--- src/rtl/dwr_pkg.sv ---
package dwr_pkg;
    // Clock and packet time; one packet slot is PKT_CYC clock cycles.
    localparam int CLK_NS = 5;
    localparam int PACKET_NS = 10;
    localparam int PKT_CYC = (PACKET_NS + CLK_NS - 1) / CLK_NS;

    localparam int DEV_W = 1;
    localparam int BANK_W = 2;
    localparam int ROW_W = 2;
    localparam int COL_W = 2;
    localparam int LANE_W = 64;
    localparam int MASK_W = 16;
    localparam int NDEV = 1 << DEV_W;
    localparam int NBANK = 1 << (DEV_W + BANK_W);

    // Write-path delays in packet slots.
    localparam int RTR_SLOTS = 2;
    localparam int CWD_SLOTS = 1;

    // Slot counters saturate; intervals are compared at their width.
    localparam int TMR_W = 8;
    localparam logic [7:0] TMR_SAT = 8'hFF;
    localparam logic [7:0] RCD_SLOTS = 8'h03;
    localparam logic [7:0] RTR_T = 8'h02;
    localparam logic [7:0] CC_SLOTS = 8'h01;
    localparam logic [7:0] RAS_SLOTS = 8'h08;
    localparam logic [7:0] RTP_SLOTS = 8'h01;
    localparam logic [7:0] RC_SLOTS = 8'h0B;
    localparam logic [7:0] RP_SLOTS = 8'h03;

    typedef enum logic [1:0] {
        COL_WRITE, COL_WRITE_AP, COL_READ, COL_NOOP
    } dwr_col_e;
    typedef enum logic {ROW_ACT, ROW_PRE} dwr_row_e;
    typedef enum logic [2:0] {
        REQ_ACT, REQ_PRE, REQ_WRITE, REQ_WRITE_AP, REQ_READ
    } dwr_req_e;

    typedef struct packed {
        logic v;
        logic ap;
        logic [BANK_W-1:0] bank;
        logic [COL_W-1:0] col;
        logic [2*LANE_W-1:0] data;
    } dwr_entry_s;
endpackage : dwr_pkg

--- src/rtl/dwr_link_if.sv ---
`timescale 1ns/100ps
`default_nettype none
interface dwr_link_if;
    logic slot;
    logic row_valid;
    dwr_pkg::dwr_row_e row_cmd;
    logic [dwr_pkg::DEV_W-1:0] row_dev;
    logic [dwr_pkg::BANK_W-1:0] row_bank;
    logic [dwr_pkg::ROW_W-1:0] row_addr;
    logic col_valid;
    dwr_pkg::dwr_col_e col_cmd;
    logic [dwr_pkg::DEV_W-1:0] col_dev;
    logic [dwr_pkg::BANK_W-1:0] col_bank;
    logic [dwr_pkg::COL_W-1:0] col_addr;
    logic mask_valid;
    logic [dwr_pkg::MASK_W-1:0] byte_mask;
    logic data_valid;
    logic [dwr_pkg::LANE_W-1:0] data_lane_a;
    logic [dwr_pkg::LANE_W-1:0] data_lane_b;
    logic q_valid;
    logic [dwr_pkg::LANE_W-1:0] q_lane_a;
    logic [dwr_pkg::LANE_W-1:0] q_lane_b;

    modport host_end(output slot, row_valid, row_cmd, row_dev, row_bank,
        row_addr, col_valid, col_cmd, col_dev, col_bank, col_addr,
        mask_valid, byte_mask, data_valid, data_lane_a, data_lane_b,
        input q_valid, q_lane_a, q_lane_b);
    modport dev_end(input slot, row_valid, row_cmd, row_dev, row_bank,
        row_addr, col_valid, col_cmd, col_dev, col_bank, col_addr,
        mask_valid, byte_mask, data_valid, data_lane_a, data_lane_b,
        output q_valid, q_lane_a, q_lane_b);
endinterface : dwr_link_if
`default_nettype wire

--- src/rtl/dwr_host_end.sv ---
// Summary of operation
// - Write column follows activate by delay difference.
// - Write data follows each write command.
// - Command packets end-timed, data packets start-timed.
// - Column packets spaced; same device and bank.
// - Optional mask sent retire delay after write.
// - Without mask, every byte is written.
// - Postponed retire postpones its mask too.
// - Precharge no sooner than activate-to-precharge minimum; a write with auto-precharge skips this check.
// - Precharge waits after last retiring column packet.
// - Reactivate waits activate cycle and precharge time.
// - One transaction per bank at a time.
// - Write loads command, address, data into buffer.
// - Retire at delayed slot unless unframed or self-read.
// - Skipped retire happens on first eligible packet.
// - Reads before retire see old data.
// - Self-read in retire slot delays retire.
// - Other traffic forces the pending retire.
// - Write, write, read needs a no-op gap.
// - Late retire writes the currently open row.
// - Avoid precharging a bank with unretired write; precharge only waits RTR_T + RTP_SLOTS slots after the last write.
// - A write retires other devices' older writes.
// - Interleaved banks may use auto-precharge writes.
`timescale 1ns/100ps
`default_nettype none
module dwr_host_end (
    input wire logic clk,
    input wire logic rstn,
    dwr_link_if.host_end link,
    input wire logic req_valid,
    output logic req_ready,
    input wire dwr_pkg::dwr_req_e req_kind,
    input wire logic [dwr_pkg::DEV_W-1:0] req_dev,
    input wire logic [dwr_pkg::BANK_W-1:0] req_bank,
    input wire logic [dwr_pkg::ROW_W-1:0] req_row,
    input wire logic [dwr_pkg::COL_W-1:0] req_col,
    input wire logic [2*dwr_pkg::LANE_W-1:0] req_data,
    input wire logic req_mask_en,
    input wire logic [dwr_pkg::MASK_W-1:0] req_mask,
    output logic rd_valid,
    output logic [2*dwr_pkg::LANE_W-1:0] rd_data
);
    localparam int RTR = dwr_pkg::RTR_SLOTS;
    localparam int CWD = dwr_pkg::CWD_SLOTS;
    localparam int BI = dwr_pkg::DEV_W + dwr_pkg::BANK_W;

    // ------------------------------------------------------------
    // Packet slot divider.
    // ------------------------------------------------------------
    logic [7:0] div_cnt;
    logic slot_en;

    assign slot_en = div_cnt == 8'(dwr_pkg::PKT_CYC - 1);

    always_ff @(posedge clk or negedge rstn) begin
        if (!rstn) begin
            div_cnt <= '0;
        end else begin
            div_cnt <= slot_en ? '0 : div_cnt + 8'h01;
        end
    end

    // ------------------------------------------------------------
    // Per-bank interval counters and a shared column gap counter, in slots, saturating.
    // ------------------------------------------------------------
    logic [7:0] t_act [0:dwr_pkg::NBANK-1];
    logic [7:0] t_pre [0:dwr_pkg::NBANK-1];
    logic [7:0] t_wr [0:dwr_pkg::NBANK-1];
    logic [dwr_pkg::NBANK-1:0] active;
    logic [7:0] col_gap;
    logic [BI-1:0] idx;
    logic legal;
    logic rd_bubble;
    logic take;
    logic col_go;
    logic send_noop;
    dwr_pkg::dwr_col_e next_col;
    logic h1_wr;
    logic h2_wr;
    logic [dwr_pkg::DEV_W-1:0] h1_dev;
    logic [dwr_pkg::DEV_W-1:0] h2_dev;

    assign idx = {req_dev, req_bank};
    assign rd_bubble = req_kind == dwr_pkg::REQ_READ && h1_wr && h2_wr
        && h1_dev == req_dev && h2_dev == req_dev;

    always_comb begin
        unique case (req_kind)
            dwr_pkg::REQ_ACT: begin
                legal = !active[idx]
                    && t_act[idx] >= dwr_pkg::RC_SLOTS
                    && t_pre[idx] >= dwr_pkg::RP_SLOTS;
            end
            dwr_pkg::REQ_PRE: begin
                legal = active[idx]
                    && t_act[idx] >= dwr_pkg::RAS_SLOTS
                    && t_wr[idx] >= dwr_pkg::RTR_T
                    + dwr_pkg::RTP_SLOTS;
            end
            dwr_pkg::REQ_WRITE, dwr_pkg::REQ_WRITE_AP,
            dwr_pkg::REQ_READ: begin
                legal = active[idx] && !rd_bubble
                    && col_gap >= dwr_pkg::CC_SLOTS
                    && t_act[idx] >= dwr_pkg::RCD_SLOTS
                    - dwr_pkg::RTR_T;
            end
            default: begin
                legal = 1'b0;
            end
        endcase
    end

    assign req_ready = slot_en && legal;
    assign take = req_valid && req_ready;
    assign send_noop = slot_en && req_valid && rd_bubble;
    assign col_go = send_noop || (take && req_kind != dwr_pkg::REQ_ACT
        && req_kind != dwr_pkg::REQ_PRE);

    always_comb begin
        unique case (req_kind)
            dwr_pkg::REQ_WRITE: next_col = dwr_pkg::COL_WRITE;
            dwr_pkg::REQ_WRITE_AP: next_col = dwr_pkg::COL_WRITE_AP;
            default: next_col = dwr_pkg::COL_READ;
        endcase
        if (send_noop) begin
            next_col = dwr_pkg::COL_NOOP;
        end
    end

    always_ff @(posedge clk or negedge rstn) begin
        if (!rstn) begin
            active <= '0;
            col_gap <= dwr_pkg::TMR_SAT;
            for (int i = 0; i < dwr_pkg::NBANK; i++) begin
                t_act[i] <= dwr_pkg::TMR_SAT;
                t_pre[i] <= dwr_pkg::TMR_SAT;
                t_wr[i] <= dwr_pkg::TMR_SAT;
            end
        end else if (slot_en) begin
            for (int i = 0; i < dwr_pkg::NBANK; i++) begin
                if (t_act[i] != dwr_pkg::TMR_SAT) t_act[i] <= t_act[i] + 8'h01;
                if (t_pre[i] != dwr_pkg::TMR_SAT) t_pre[i] <= t_pre[i] + 8'h01;
                if (t_wr[i] != dwr_pkg::TMR_SAT) t_wr[i] <= t_wr[i] + 8'h01;
            end
            col_gap <= col_go ? 8'h01
                : (col_gap == dwr_pkg::TMR_SAT ? col_gap : col_gap + 8'h01);
            if (take) begin
                unique case (req_kind)
                    dwr_pkg::REQ_ACT: begin
                        t_act[idx] <= '0;
                        active[idx] <= 1'b1;
                    end
                    dwr_pkg::REQ_PRE: begin
                        t_pre[idx] <= '0;
                        active[idx] <= 1'b0;
                    end
                    dwr_pkg::REQ_WRITE: begin
                        t_wr[idx] <= '0;
                    end
                    dwr_pkg::REQ_WRITE_AP: begin
                        t_wr[idx] <= '0;
                        t_pre[idx] <= '0;
                        active[idx] <= 1'b0;
                    end
                    default: begin
                    end
                endcase
            end
        end
    end

    // ------------------------------------------------------------
    // Column history for the write-write-read hazard.
    // ------------------------------------------------------------
    always_ff @(posedge clk or negedge rstn) begin
        if (!rstn) begin
            h1_wr <= 1'b0;
            h2_wr <= 1'b0;
            h1_dev <= '0;
            h2_dev <= '0;
        end else if (slot_en) begin
            h1_wr <= col_go && (next_col == dwr_pkg::COL_WRITE
                || next_col == dwr_pkg::COL_WRITE_AP);
            h1_dev <= req_dev;
            h2_wr <= h1_wr;
            h2_dev <= h1_dev;
        end
    end

    // ------------------------------------------------------------
    // Data and mask delay lines.
    // ------------------------------------------------------------
    logic [CWD:1] dp_v;
    logic [2*dwr_pkg::LANE_W-1:0] dp_d [1:CWD];
    logic [RTR:1] mp_v;
    logic [dwr_pkg::MASK_W-1:0] mp_m [1:RTR];
    logic [dwr_pkg::DEV_W-1:0] mp_dev [1:RTR];
    logic mh_v;
    logic [dwr_pkg::MASK_W-1:0] mh_m;
    logic [dwr_pkg::DEV_W-1:0] mh_dev;
    logic take_wr;
    logic due_v;
    logic [dwr_pkg::DEV_W-1:0] due_dev;
    logic mask_go;

    assign take_wr = take && (req_kind == dwr_pkg::REQ_WRITE
        || req_kind == dwr_pkg::REQ_WRITE_AP);
    assign due_v = mh_v || mp_v[RTR];
    assign due_dev = mh_v ? mh_dev : mp_dev[RTR];
    assign mask_go = due_v && col_go && !(next_col == dwr_pkg::COL_READ
        && req_dev == due_dev);

    always_ff @(posedge clk or negedge rstn) begin
        if (!rstn) begin
            dp_v <= '0;
            mp_v <= '0;
            mh_v <= 1'b0;
            mh_m <= '0;
            mh_dev <= '0;
            for (int k = 1; k <= CWD; k++) dp_d[k] <= '0;
            for (int k = 1; k <= RTR; k++) begin
                mp_m[k] <= '0;
                mp_dev[k] <= '0;
            end
        end else if (slot_en) begin
            dp_v[1] <= take_wr;
            dp_d[1] <= req_data;
            for (int k = 2; k <= CWD; k++) begin
                dp_v[k] <= dp_v[k-1];
                dp_d[k] <= dp_d[k-1];
            end
            mp_v[1] <= take_wr && req_mask_en;
            mp_m[1] <= req_mask;
            mp_dev[1] <= req_dev;
            for (int k = 2; k <= RTR; k++) begin
                mp_v[k] <= mp_v[k-1];
                mp_m[k] <= mp_m[k-1];
                mp_dev[k] <= mp_dev[k-1];
            end
            if (mask_go) begin
                mh_v <= mh_v && mp_v[RTR];
                mh_m <= mp_m[RTR];
                mh_dev <= mp_dev[RTR];
            end else if (mp_v[RTR]) begin
                mh_v <= 1'b1;
                mh_m <= mp_m[RTR];
                mh_dev <= mp_dev[RTR];
            end
        end
    end

    // ------------------------------------------------------------
    // Link packets: one clock wide, in the cycle after the slot.
    // ------------------------------------------------------------
    always_ff @(posedge clk or negedge rstn) begin
        if (!rstn) begin
            link.slot <= 1'b0;
            link.row_valid <= 1'b0;
            link.row_cmd <= dwr_pkg::ROW_ACT;
            link.row_dev <= '0;
            link.row_bank <= '0;
            link.row_addr <= '0;
            link.col_valid <= 1'b0;
            link.col_cmd <= dwr_pkg::COL_NOOP;
            link.col_dev <= '0;
            link.col_bank <= '0;
            link.col_addr <= '0;
            link.mask_valid <= 1'b0;
            link.byte_mask <= '0;
            link.data_valid <= 1'b0;
            link.data_lane_a <= '0;
            link.data_lane_b <= '0;
        end else begin
            link.slot <= slot_en;
            link.row_valid <= take && (req_kind == dwr_pkg::REQ_ACT
                || req_kind == dwr_pkg::REQ_PRE);
            link.col_valid <= col_go;
            link.mask_valid <= slot_en && mask_go;
            link.data_valid <= slot_en && dp_v[CWD];
            if (slot_en) begin
                link.row_cmd <= req_kind == dwr_pkg::REQ_PRE
                    ? dwr_pkg::ROW_PRE : dwr_pkg::ROW_ACT;
                link.row_dev <= req_dev;
                link.row_bank <= req_bank;
                link.row_addr <= req_row;
                link.col_cmd <= next_col;
                link.col_dev <= req_dev;
                link.col_bank <= req_bank;
                link.col_addr <= req_col;
                link.byte_mask <= mh_v ? mh_m : mp_m[RTR];
                {link.data_lane_a, link.data_lane_b} <= dp_d[CWD];
            end
        end
    end

    always_ff @(posedge clk or negedge rstn) begin
        if (!rstn) begin
            rd_valid <= 1'b0;
            rd_data <= '0;
        end else begin
            rd_valid <= link.q_valid;
            if (link.q_valid) begin
                rd_data <= {link.q_lane_a, link.q_lane_b};
            end
        end
    end
endmodule : dwr_host_end
`default_nettype wire

--- src/flat_wrapper.sv ---
// flat-port wrapper written by rule: the top's interface ports become plain ports
module dwr_host_end_flat 
  (clk, rstn, req_valid, req_ready, req_kind, req_dev, req_bank, req_row, req_col, req_data, req_mask_en, req_mask, rd_valid, rd_data, link_slot, link_row_valid, link_row_cmd, link_row_dev, link_row_bank, link_row_addr, link_col_valid, link_col_cmd, link_col_dev, link_col_bank, link_col_addr, link_mask_valid, link_byte_mask, link_data_valid, link_data_lane_a, link_data_lane_b, link_q_valid, link_q_lane_a, link_q_lane_b);
  dwr_link_if link_i ();
  input wire logic clk;
  input wire logic rstn;
  input wire logic req_valid;
  output logic req_ready;
  input wire dwr_pkg::dwr_req_e req_kind;
  input wire logic [dwr_pkg::DEV_W-1:0] req_dev;
  input wire logic [dwr_pkg::BANK_W-1:0] req_bank;
  input wire logic [dwr_pkg::ROW_W-1:0] req_row;
  input wire logic [dwr_pkg::COL_W-1:0] req_col;
  input wire logic [2*dwr_pkg::LANE_W-1:0] req_data;
  input wire logic req_mask_en;
  input wire logic [dwr_pkg::MASK_W-1:0] req_mask;
  output logic rd_valid;
  output logic [2*dwr_pkg::LANE_W-1:0] rd_data;
  output wire logic [$bits(link_i.slot)-1:0] link_slot;
  output wire logic [$bits(link_i.row_valid)-1:0] link_row_valid;
  output wire logic [$bits(link_i.row_cmd)-1:0] link_row_cmd;
  output wire logic [$bits(link_i.row_dev)-1:0] link_row_dev;
  output wire logic [$bits(link_i.row_bank)-1:0] link_row_bank;
  output wire logic [$bits(link_i.row_addr)-1:0] link_row_addr;
  output wire logic [$bits(link_i.col_valid)-1:0] link_col_valid;
  output wire logic [$bits(link_i.col_cmd)-1:0] link_col_cmd;
  output wire logic [$bits(link_i.col_dev)-1:0] link_col_dev;
  output wire logic [$bits(link_i.col_bank)-1:0] link_col_bank;
  output wire logic [$bits(link_i.col_addr)-1:0] link_col_addr;
  output wire logic [$bits(link_i.mask_valid)-1:0] link_mask_valid;
  output wire logic [$bits(link_i.byte_mask)-1:0] link_byte_mask;
  output wire logic [$bits(link_i.data_valid)-1:0] link_data_valid;
  output wire logic [$bits(link_i.data_lane_a)-1:0] link_data_lane_a;
  output wire logic [$bits(link_i.data_lane_b)-1:0] link_data_lane_b;
  input wire logic [$bits(link_i.q_valid)-1:0] link_q_valid;
  input wire logic [$bits(link_i.q_lane_a)-1:0] link_q_lane_a;
  input wire logic [$bits(link_i.q_lane_b)-1:0] link_q_lane_b;
  assign link_slot = link_i.slot;
  assign link_row_valid = link_i.row_valid;
  assign link_row_cmd = link_i.row_cmd;
  assign link_row_dev = link_i.row_dev;
  assign link_row_bank = link_i.row_bank;
  assign link_row_addr = link_i.row_addr;
  assign link_col_valid = link_i.col_valid;
  assign link_col_cmd = link_i.col_cmd;
  assign link_col_dev = link_i.col_dev;
  assign link_col_bank = link_i.col_bank;
  assign link_col_addr = link_i.col_addr;
  assign link_mask_valid = link_i.mask_valid;
  assign link_byte_mask = link_i.byte_mask;
  assign link_data_valid = link_i.data_valid;
  assign link_data_lane_a = link_i.data_lane_a;
  assign link_data_lane_b = link_i.data_lane_b;
  assign link_i.q_valid = link_q_valid;
  assign link_i.q_lane_a = link_q_lane_a;
  assign link_i.q_lane_b = link_q_lane_b;
  dwr_host_end u_core (.clk(clk), .rstn(rstn), .link(link_i), .req_valid(req_valid), .req_ready(req_ready), .req_kind(req_kind), .req_dev(req_dev), .req_bank(req_bank), .req_row(req_row), .req_col(req_col), .req_data(req_data), .req_mask_en(req_mask_en), .req_mask(req_mask), .rd_valid(rd_valid), .rd_data(rd_data));
endmodule
--- config.mk ---
export PLATFORM = sky130hd
export DESIGN_NAME = dwr_host_end_flat
export DESIGN_NICKNAME = d
export VERILOG_FILES = /design/src/rtl/dwr_pkg.sv /design/src/rtl/dwr_link_if.sv /design/src/rtl/dwr_host_end.sv /design/src/flat_wrapper.sv
export SDC_FILE = /design/constraint.sdc
export NUM_CORES = 1
export LEC_CHECK = 0
export ABC_AREA = 1
export BUFFER_PORTS_ARGS = -buffer_cell sky130_fd_sc_hd__buf_2
export CAP_MARGIN = 20
export CORE_ASPECT_RATIO = 1.4
export CORE_UTILIZATION = 55
export CTS_CLUSTER_DIAMETER = 100
export DETAILED_ROUTE_END_ITERATION = 10
export PLACE_DENSITY = 0.79
export SLEW_MARGIN = 20
export SYNTH_ARGS = -nofsm -noshare
export SYNTH_HDL_FRONTEND = slang
export SYNTH_SLANG_ARGS = --single-unit
--- constraint.sdc ---
create_clock -name clk -period 7.4 [get_ports clk]
set_clock_uncertainty 0.15 [all_clocks]
set_input_delay 0.74 -clock clk [delete_from_list [all_inputs] [get_ports clk]]
set_output_delay 0.74 -clock clk [all_outputs]
set_load 0.005 [all_outputs]
==> flow_summary_export.csv, run 1 <==
group,metric,value,unit
power,ir_drop,0.2373,mV
timing,slew_viol_final,0,
placed_design,portBuffers,578,
worst_setup_path,critical_path.max_fanout,144,
cts,ctsResizeCount,0,
cts,cts_buffers,68,
worst_setup_path,rr_startpoint,"u_core.div_cnt[1]$_DFF_PN0_",
placed_design,place_area,0.03423,mm2
yosys,synth_xor_area_share,2.502,%
detailed_routing,wl,84.82,mm
detailed_routing,vias_per_cell,5.277,
global_routing,grt_max_degree,275,
timing,fin_crit,4701,ps
worst_setup_path,critPathRequiredTime,6510,ps
worst_setup_path,cp-end-kind,"output pin",
detailed_routing,wl_per_cell,17.72,um
cells_and_area,drive_above_1_share,27.18,%
cells_and_area,n_fill_cell,4494,
timing,worstMarginPinSlew,1013,ps
floorplan,die_h,282.0,um
timing,min_period_over_period,63.53,%
yosys,ys_seq_area_share,56.70,%
global_routing,grt_pass1_vias,24720,
yosys,async_flop_share,100.0,%
yosys,synth_common_cells,"nand2_1, dfrtp_1, nor2_1",
cts,cts_hold_buf,0,
yosys,synth_compound_area_share,5.613,%
power,p_leak,18.69,nW
floorplan,die_w,202.0,um
floorplan,row_count,102,
floorplan,ios,579,
floorplan,start_util,55.62,%
floorplan,core-area,0.05539,mm2
yosys,yosysMostFrequentCell,"nand2_1",
timing,slew_headroom,32.48,%
timing,hold_slack,19.15,ps
detailed_routing,drt-initial-drc-count,2007,
cts,htreeDepth,3,
cells_and_area,final_net_count,4308,
worst_setup_path,start_kind,"flop",
detailed_routing,ant_nets,0,
yosys,synth_cell_types,44,
worst_setup_path,critical_path_class,"reg -> out",
cts,cts_tree,"done",
detailed_routing,drc,0,
yosys,synth_fa_ha_area_share,1.178,%
yosys,synth-edff-count,0,
yosys,syn_area,0.03081,mm2
yosys,synth-simple-area-share,24.85,%
yosys,avgSynthCellArea,8.904,um2
yosys,syn_nets,3776,
worst_hold_path,min_path_type,"in -> async",
timing,rsz0062_at_grt,"no",
worst_setup_path,rrSetupSlack,3030,ps
detailed_routing,dr.pass1.iters,5,
worst_setup_path,rr_worst_depth,10,
yosys,synth_top_family_by_area,"simple AND/OR/NAND/NOR gates",
cells_and_area,design_area,0.03664,mm2
cts,insertion_delay,600,ps
cts,cts_sinks,688,
yosys,synth_warnings,0,
yosys,yosysTopAreaCell,"dfrtp_1",
yosys,netlist_instances,3460,
cts,postCtsSetupRepairBufs,0,
cts,cts-root-buf,"clkbuf_16",
cts,ctsLongestPathBuffers,3,
yosys,synth_top_flop_cell,"dfrtp_1",
yosys,synthTopCellsByArea,"dfrtp_1, dfstp_2, nand2_1",
detailed_routing,vias,25260,
timing,fmax,212.7,MHz
timing,finalHoldViolations,0,
global_routing,grt_overflow,0,
cts,cts.reportedPaths.clkPinSlew,60,ps
worst_setup_path,cp.arrival,3810,ps
worst_setup_path,rr_endpoint,"u_core.t_act[51]$_DFFE_PN1P_",
placed_design,hpwl,59.38,mm
yosys,yosysTopAreaCellShare,39.48,%
placed_design,gp_congestion,0.8859,
run,maxCapViolations,0,
power,cellPowerDensity,329.5,mW/mm2
timing,setup_tns,0,ps
global_routing,grtUsageTotal,29.72,%
floorplan,dieArea,0.05698,mm2
yosys,yosys_register_bits,688,
global_routing,grt_pass1_wl,133.0,mm
cells_and_area,syn_to_final_growth,18.92,%
run_status,status,"complete, no violations",
yosys,synth.area.mux_share,4.711,%
global_routing,antenna_found_initial,14,
timing,finalSetupViolCount,0,
-- how the worst max path moves through the flow --
stage | endpoint | startpoint | slack [ps] | depth (start not counted)
finish | req_ready | u_core.div_cnt[1]$_DFF_PN0_ | 2700 | 8
global route | req_ready | u_core.div_cnt[1]$_DFF_PN0_ | 2500 | 8
CTS | req_ready | u_core.div_cnt[1]$_DFF_PN0_ | 2680 | 8
detailed placement | u_core.t_act[51]$_DFFE_PN1P_ | u_core.div_cnt[1]$_DFF_PN0_ | 3000 | 10
global placement | u_core.t_act[51]$_DFFE_PN1P_ | u_core.div_cnt[1]$_DFF_PN0_ | 3040 | 10
floorplan | req_ready | req_bank[1] | 4590 | 13
-- cell usage in the layout (no fill, tap or decap), drive strengths merged --
cell type | synthesis | routed
dfrtp | 486 | 486
bufinv | 0 | 8
clkinv | 2 | 20
o22ai | 57 | 57
clkbuf | 99 | 93
nor3b | 2 | 2
diode | 0 | 14
o221ai | 2 | 2
dfstp | 202 | 202
a211o | 1 | 1
xor2 | 80 | 80
mux2i | 1 | 1
o21ai | 121 | 121
clkinvlp | 0 | 1
buf | 29 | 590
nand4 | 30 | 30
o31ai | 6 | 6
or2 | 23 | 23
a31o | 2 | 2
inv | 216 | 218
a31oi | 27 | 27
nor3 | 39 | 39
xnor2 | 8 | 8
o21bai | 1 | 1
nand2 | 1358 | 1358
nor4 | 16 | 16
nand3b | 13 | 13
o211ai | 17 | 17
mux2 | 128 | 128
nand3 | 91 | 91
a21oi | 73 | 73
nor2 | 300 | 300
ha | 29 | 29
o41ai | 1 | 1
-- metrics by stage --
stage               power [mW]  cells  util [%]  setup slack (ps)
detailed placement       8.477   4648     61.80              3001
finish                   12.07   4786     66.14              2699
floorplan                7.543   3460         -              4589
CTS                      12.13   4770     65.98              2685
global route             12.80   4779     66.11              2499
global placement         8.368   4648     61.80              3043
-- registers in the layout, indices dropped and copies added (netlist names), 2 cells and up, named ones only --
signal                   flops
u_core.t_wr                 64
u_core.link.col_addr         2
u_core.rd_data             128
u_core.dp_d                128
u_core.link.col_cmd          2
u_core.link.byte_mask       16
u_core.link.data_lane_b     64
u_core.mp_v                  2
u_core.link.data_lane_a     64
u_core.div_cnt               8
u_core.mp_m                 32
u_core.link.row_addr         2
u_core.link.row_bank         2
u_core.col_gap               8
u_core.t_act                64
u_core.mh_m                 16
u_core.t_pre                64
-- layout make-up --
| class | instances | area [um2] | area share, % |
|---|---|---|---|
| timing repair buffer | 590 | 3102 | 8.466 |
| clock inverter | 29 | 355.3 | 0.9699 |
| inverter | 218 | 828.3 | 2.261 |
| tap | 728 | 910.9 | 2.486 |
| multi-input combinational | 2426 | 11980 | 32.70 |
| clock buffer | 93 | 1957 | 5.341 |
| sequential | 688 | 17470 | 47.68 |
| antenna | 14 | 35.03 | 0.09563 |
-- report_power, final --
group          internal (mW)  switching, mW  leakage (nW)
registers               4.98          0.741          7.86
logic                   1.21           1.54          9.67
clock network           2.14           1.47          1.16
-- cell families after synthesis --
family	after synthesis
simple gates	1872
flops	688
mux	129
xor+xnor	88
fa+ha+maj	29
compound gates	308
buf+inv	346
-- critical path: stages (launching register included) --
cell and delay, ps:
dfrtp_1 400, inv_1 60, ha_1 120, nor3b_1 610, nand2_4 600, inv_8 790
nand2_2 210, inv_1 200, buf_2 140
-- metal layers --
metal	track usage, %	wire (um)
met5	0	23
met4	12.41	3266
met3	8.353	6612
met2	50.42	42210
met1	35.55	32710
Power figures use the tool's default switching activity.
==> run 2, diff against run 1 <==
--- a/config.mk
+++ b/config.mk
@@ -5,7 +5,7 @@
 export SDC_FILE = /design/constraint.sdc
 export NUM_CORES = 1
 export LEC_CHECK = 0
-export ABC_AREA = 1
+export ABC_AREA = 0
 export BUFFER_PORTS_ARGS = -buffer_cell sky130_fd_sc_hd__buf_2
 export CAP_MARGIN = 20
 export CORE_ASPECT_RATIO = 1.4
==> constraint.sdc (replaced) <==
create_clock -name clk -period 4.37 [get_ports clk]
set_clock_uncertainty 0.15 [all_clocks]
set_input_delay 0.437 -clock clk [delete_from_list [all_inputs] [get_ports clk]]
set_output_delay 0.437 -clock clk [all_outputs]
set_load 0.005 [all_outputs]
==> flow_summary_export.csv, run 2 <==
group,metric,value,unit
placed_design,place_area,0.03398,mm2
yosys,ys_seq_area_share,57.40,%
detailed_routing,routed-wl-met2,45.45,mm
floorplan,dieArea,0.05629,mm2
yosys,synth-edff-count,0,
timing,hold_slack,56.57,ps
timing,min_period_over_period,83.65,%
cells_and_area,stdcell_count,4631,
timing,setup_tns,0,ps
worst_setup_path,cp.arrival,4000,ps
floorplan,row_count,101,
detailed_routing,wl_met1,35.11,mm
cts,insertion_delay,620,ps
yosys,syn_nets,3359,
yosys,synth_compound_area_share,6.775,%
yosys,yosys_register_bits,688,
power,switching_power,6.128,mW
yosys,synth_common_cells,"nand2_1, dfrtp_1, dfstp_2",
cts,cts_sinks,688,
detailed_routing,vias,25930,
floorplan,core-area,0.05447,mm2
cts,ctsLongestPathBuffers,3,
run,maxCapViolations,0,
worst_setup_path,cp_common_cell,"nor4b_1",
run_status,status,"complete, no violations",
power,total_power,19.76,mW
detailed_routing,highest-signal-layer,"met4",
floorplan,die_w,200.8,um
power,p_leak,18.86,nW
yosys,async_flop_share,100.0,%
cts,cts_tree,"done",
floorplan,ios,579,
worst_setup_path,cp-end-kind,"flop",
yosys,avgSynthCellArea,10.00,um2
worst_setup_path,critical_path.max_fanout,60,
power,ir_drop,0.3627,mV
cells_and_area,largestRegisters,"u_core.dp_d: 128 flops, u_core.rd_data: 128 flops",
worst_hold_path,min_path_type,"in -> reg",
yosys,synth_cell_types,70,
timing,fin_ws,714.6,ps
worst_setup_path,path_cells,"inv_1 -> ha_1 -> nor4b_1 -> nand2_4 -> inv_8 -> nand2_1 -> nor4b_1 -> a21oi_4 -> buf_4 -> mux2_4",
global_routing,grt_overflow,0,
power,cellPowerDensity,507.1,mW/mm2
yosys,synth_top_family_by_area,"simple AND/OR/NAND/NOR gates",
cells_and_area,syn_to_final_growth,28.06,%
yosys,synth-simple-area-share,21.07,%
detailed_routing,vias_per_cell,5.599,
yosys,yosysTopAreaCellShare,39.96,%
power,internal-power,13.64,mW
timing,fin_crit,3655,ps
yosys,yosysMostFrequentCell,"nand2_1",
detailed_routing,ant_nets,0,
timing,finalHoldViolations,0,
cells_and_area,final_net_count,4162,
yosys,synth_fa_ha_area_share,1.192,%
worst_setup_path,rrSetupSlack,710,ps
worst_setup_path,crit_buf_inv,3,
detailed_routing,drc,0,
yosys,yosysTopAreaCell,"dfrtp_1",
yosys,synth_top_flop_cell,"dfrtp_1",
placed_design,dpl.cell_count,4224,
cells_and_area,layout_common_cells,"nand2_1, buf_2, dfrtp_1, dlygate4sd3_1, dfstp_2",
global_routing,grt_pass1_wl,147.0,mm
worst_setup_path,start_kind,"flop",
yosys,netlist_instances,3043,
timing,slew_viol_final,0,
timing,slew_headroom,40.75,%
worst_setup_path,cpPeakStageDelay,560,ps
worst_setup_path,critical_path_class,"reg -> reg",
timing,worstMarginPinSlew,888.7,ps
placed_design,hpwl,57.29,mm
global_routing,grt_max_degree,149,
power,clock_power_share,30.1,%
placed_design,portBuffers,578,
timing,fmax,273.6,MHz
worst_setup_path,cpMaxStageDelayCell,"nor4b_1",
global_routing,antenna_found_initial,10,
cts,htreeDepth,3,
detailed_routing,wl,93.46,mm
placed_design,gp_congestion,0.9465,
yosys,synthTopCellsByArea,"dfrtp_1, dfstp_2, nand2_1",
cells_and_area,layout_commonest_cell,"nand2_1",
worst_setup_path,critPathRequiredTime,4710,ps
power,seq_power_share,48.0,%
detailed_routing,dr_wl_met3,7.189,mm
worst_setup_path,critPathTopFamily,"simple AND/OR/NAND/NOR gates",
yosys,synth_xor_area_share,3.770,%
timing,finalSetupViolCount,0,
yosys,synth.area.mux_share,7.195,%
floorplan,die_h,280.3,um
cells_and_area,drive_above_1_share,28.51,%
detailed_routing,drt-initial-drc-count,1861,
cts,cts-root-buf,"clkbuf_16",
placed_design,dpl_worst_slack,658.1,ps
cells_and_area,utilization,71.56,%
global_routing,grt_pass1_vias,26760,
cts,cts.reportedPaths.clkPinSlew,70,ps
floorplan,start_util,55.88,%
yosys,synth_warnings,0,
power,combPwrFrac,21.9,%
global_routing,grtUsageTotal,33.39,%
timing,rsz0062_at_grt,"no",
detailed_routing,dr.pass1.iters,7,
cts,cts_buffers,67,
cells_and_area,design_area,0.03897,mm2
power,sw_frac_of_total,31.01,%
detailed_routing,wl_per_cell,20.18,um
yosys,syn_area,0.03043,mm2
[run 2: changes by cell type after synthesis, sizes merged, moves of 26 or more]
cell / before / now
a21o: 0 / 37
a31oi: 27 / 53
and3: 0 / 35
inv: 216 / 17
nand2: 1358 / 1057
nand2b: 0 / 30
nor2: 300 / 171
o21ai: 121 / 39
o22ai: 57 / 6
xnor2: 8 / 52
[run 2: layout make-up]
cell class	instances	area, um2
antenna	10	25.02
clock buffer	100	1993
clock inverter	23	230.2
fill	3697	15490
inverter	18	75.07
multi-input combinational	2179	12210
sequential	688	17470
tap	721	902.1
timing repair buffer	892	6073
[run 2: metal layers]
| metal | GRT usage, % | up-vias |
|---|---|---|
| met3 | 8.374 | 331 |
| met2 | 55.24 | 1105 |
| met5 | 0 | - |
| met4 | 19.26 | 0 |
| li1 | - | 11770 |
| met1 | 39.75 | 12720 |
[run 2: timing repair]
item                                    4_1_cts  5_1_grt
gates resized for setup                       0        0
hold buffers                                274        0
endpoints found under the setup margin        0        0
hold endpoints to repair                    291        0
setup buffers                                 0        0
[run 2: kinds of logic (layout without fill, tap and decap cells)]
kind of cell    Yosys count  count (layout)
flops                   688             688
mux                     185             185
compound gates          303             303
fa+ha+maj                29              29
xor+xnor                131             131
other cells               0              10
simple gates           1531            1531
buf+inv                 176            1033
[run 2: worst paths after layout]
kind	depth (start not counted)	start	endpoint
worst max-delay path	10	u_core.div_cnt[1]$_DFF_PN0_	u_core.mh_dev$_DFFE_PN0P_
worst min-delay path	3	req_data[90]	u_core.dp_d[90]$_DFFE_PN0P_
worst max register to register	10	u_core.div_cnt[1]$_DFF_PN0_	u_core.mh_dev$_DFFE_PN0P_
worst min register to register	2	u_core.dp_d[55]$_DFFE_PN0P_	u_core.link.data_lane_b[55]$_DFFE_PN0P_
max in group asynchronous	3	rstn	u_core.t_pre[43]$_DFFE_PN1P_
min in group asynchronous	2	rstn	u_core.rd_valid$_DFF_PN0_
[run 2: power groups by stage]
stage               registers (mW)  clock network, mW  logic, mW
floorplan                     9.16                  0       2.87
global placement              9.46                  0       3.92
detailed placement            9.49                  0       4.05
CTS                           9.41               6.01       4.29
global route                  9.65               6.27       4.85
finish                        9.49               5.95       4.33
[run 2: tightest hold or removal path, stage by stage]
cell     delay [ps]
buf_2           100
nand2_1         150
nand2_1          90
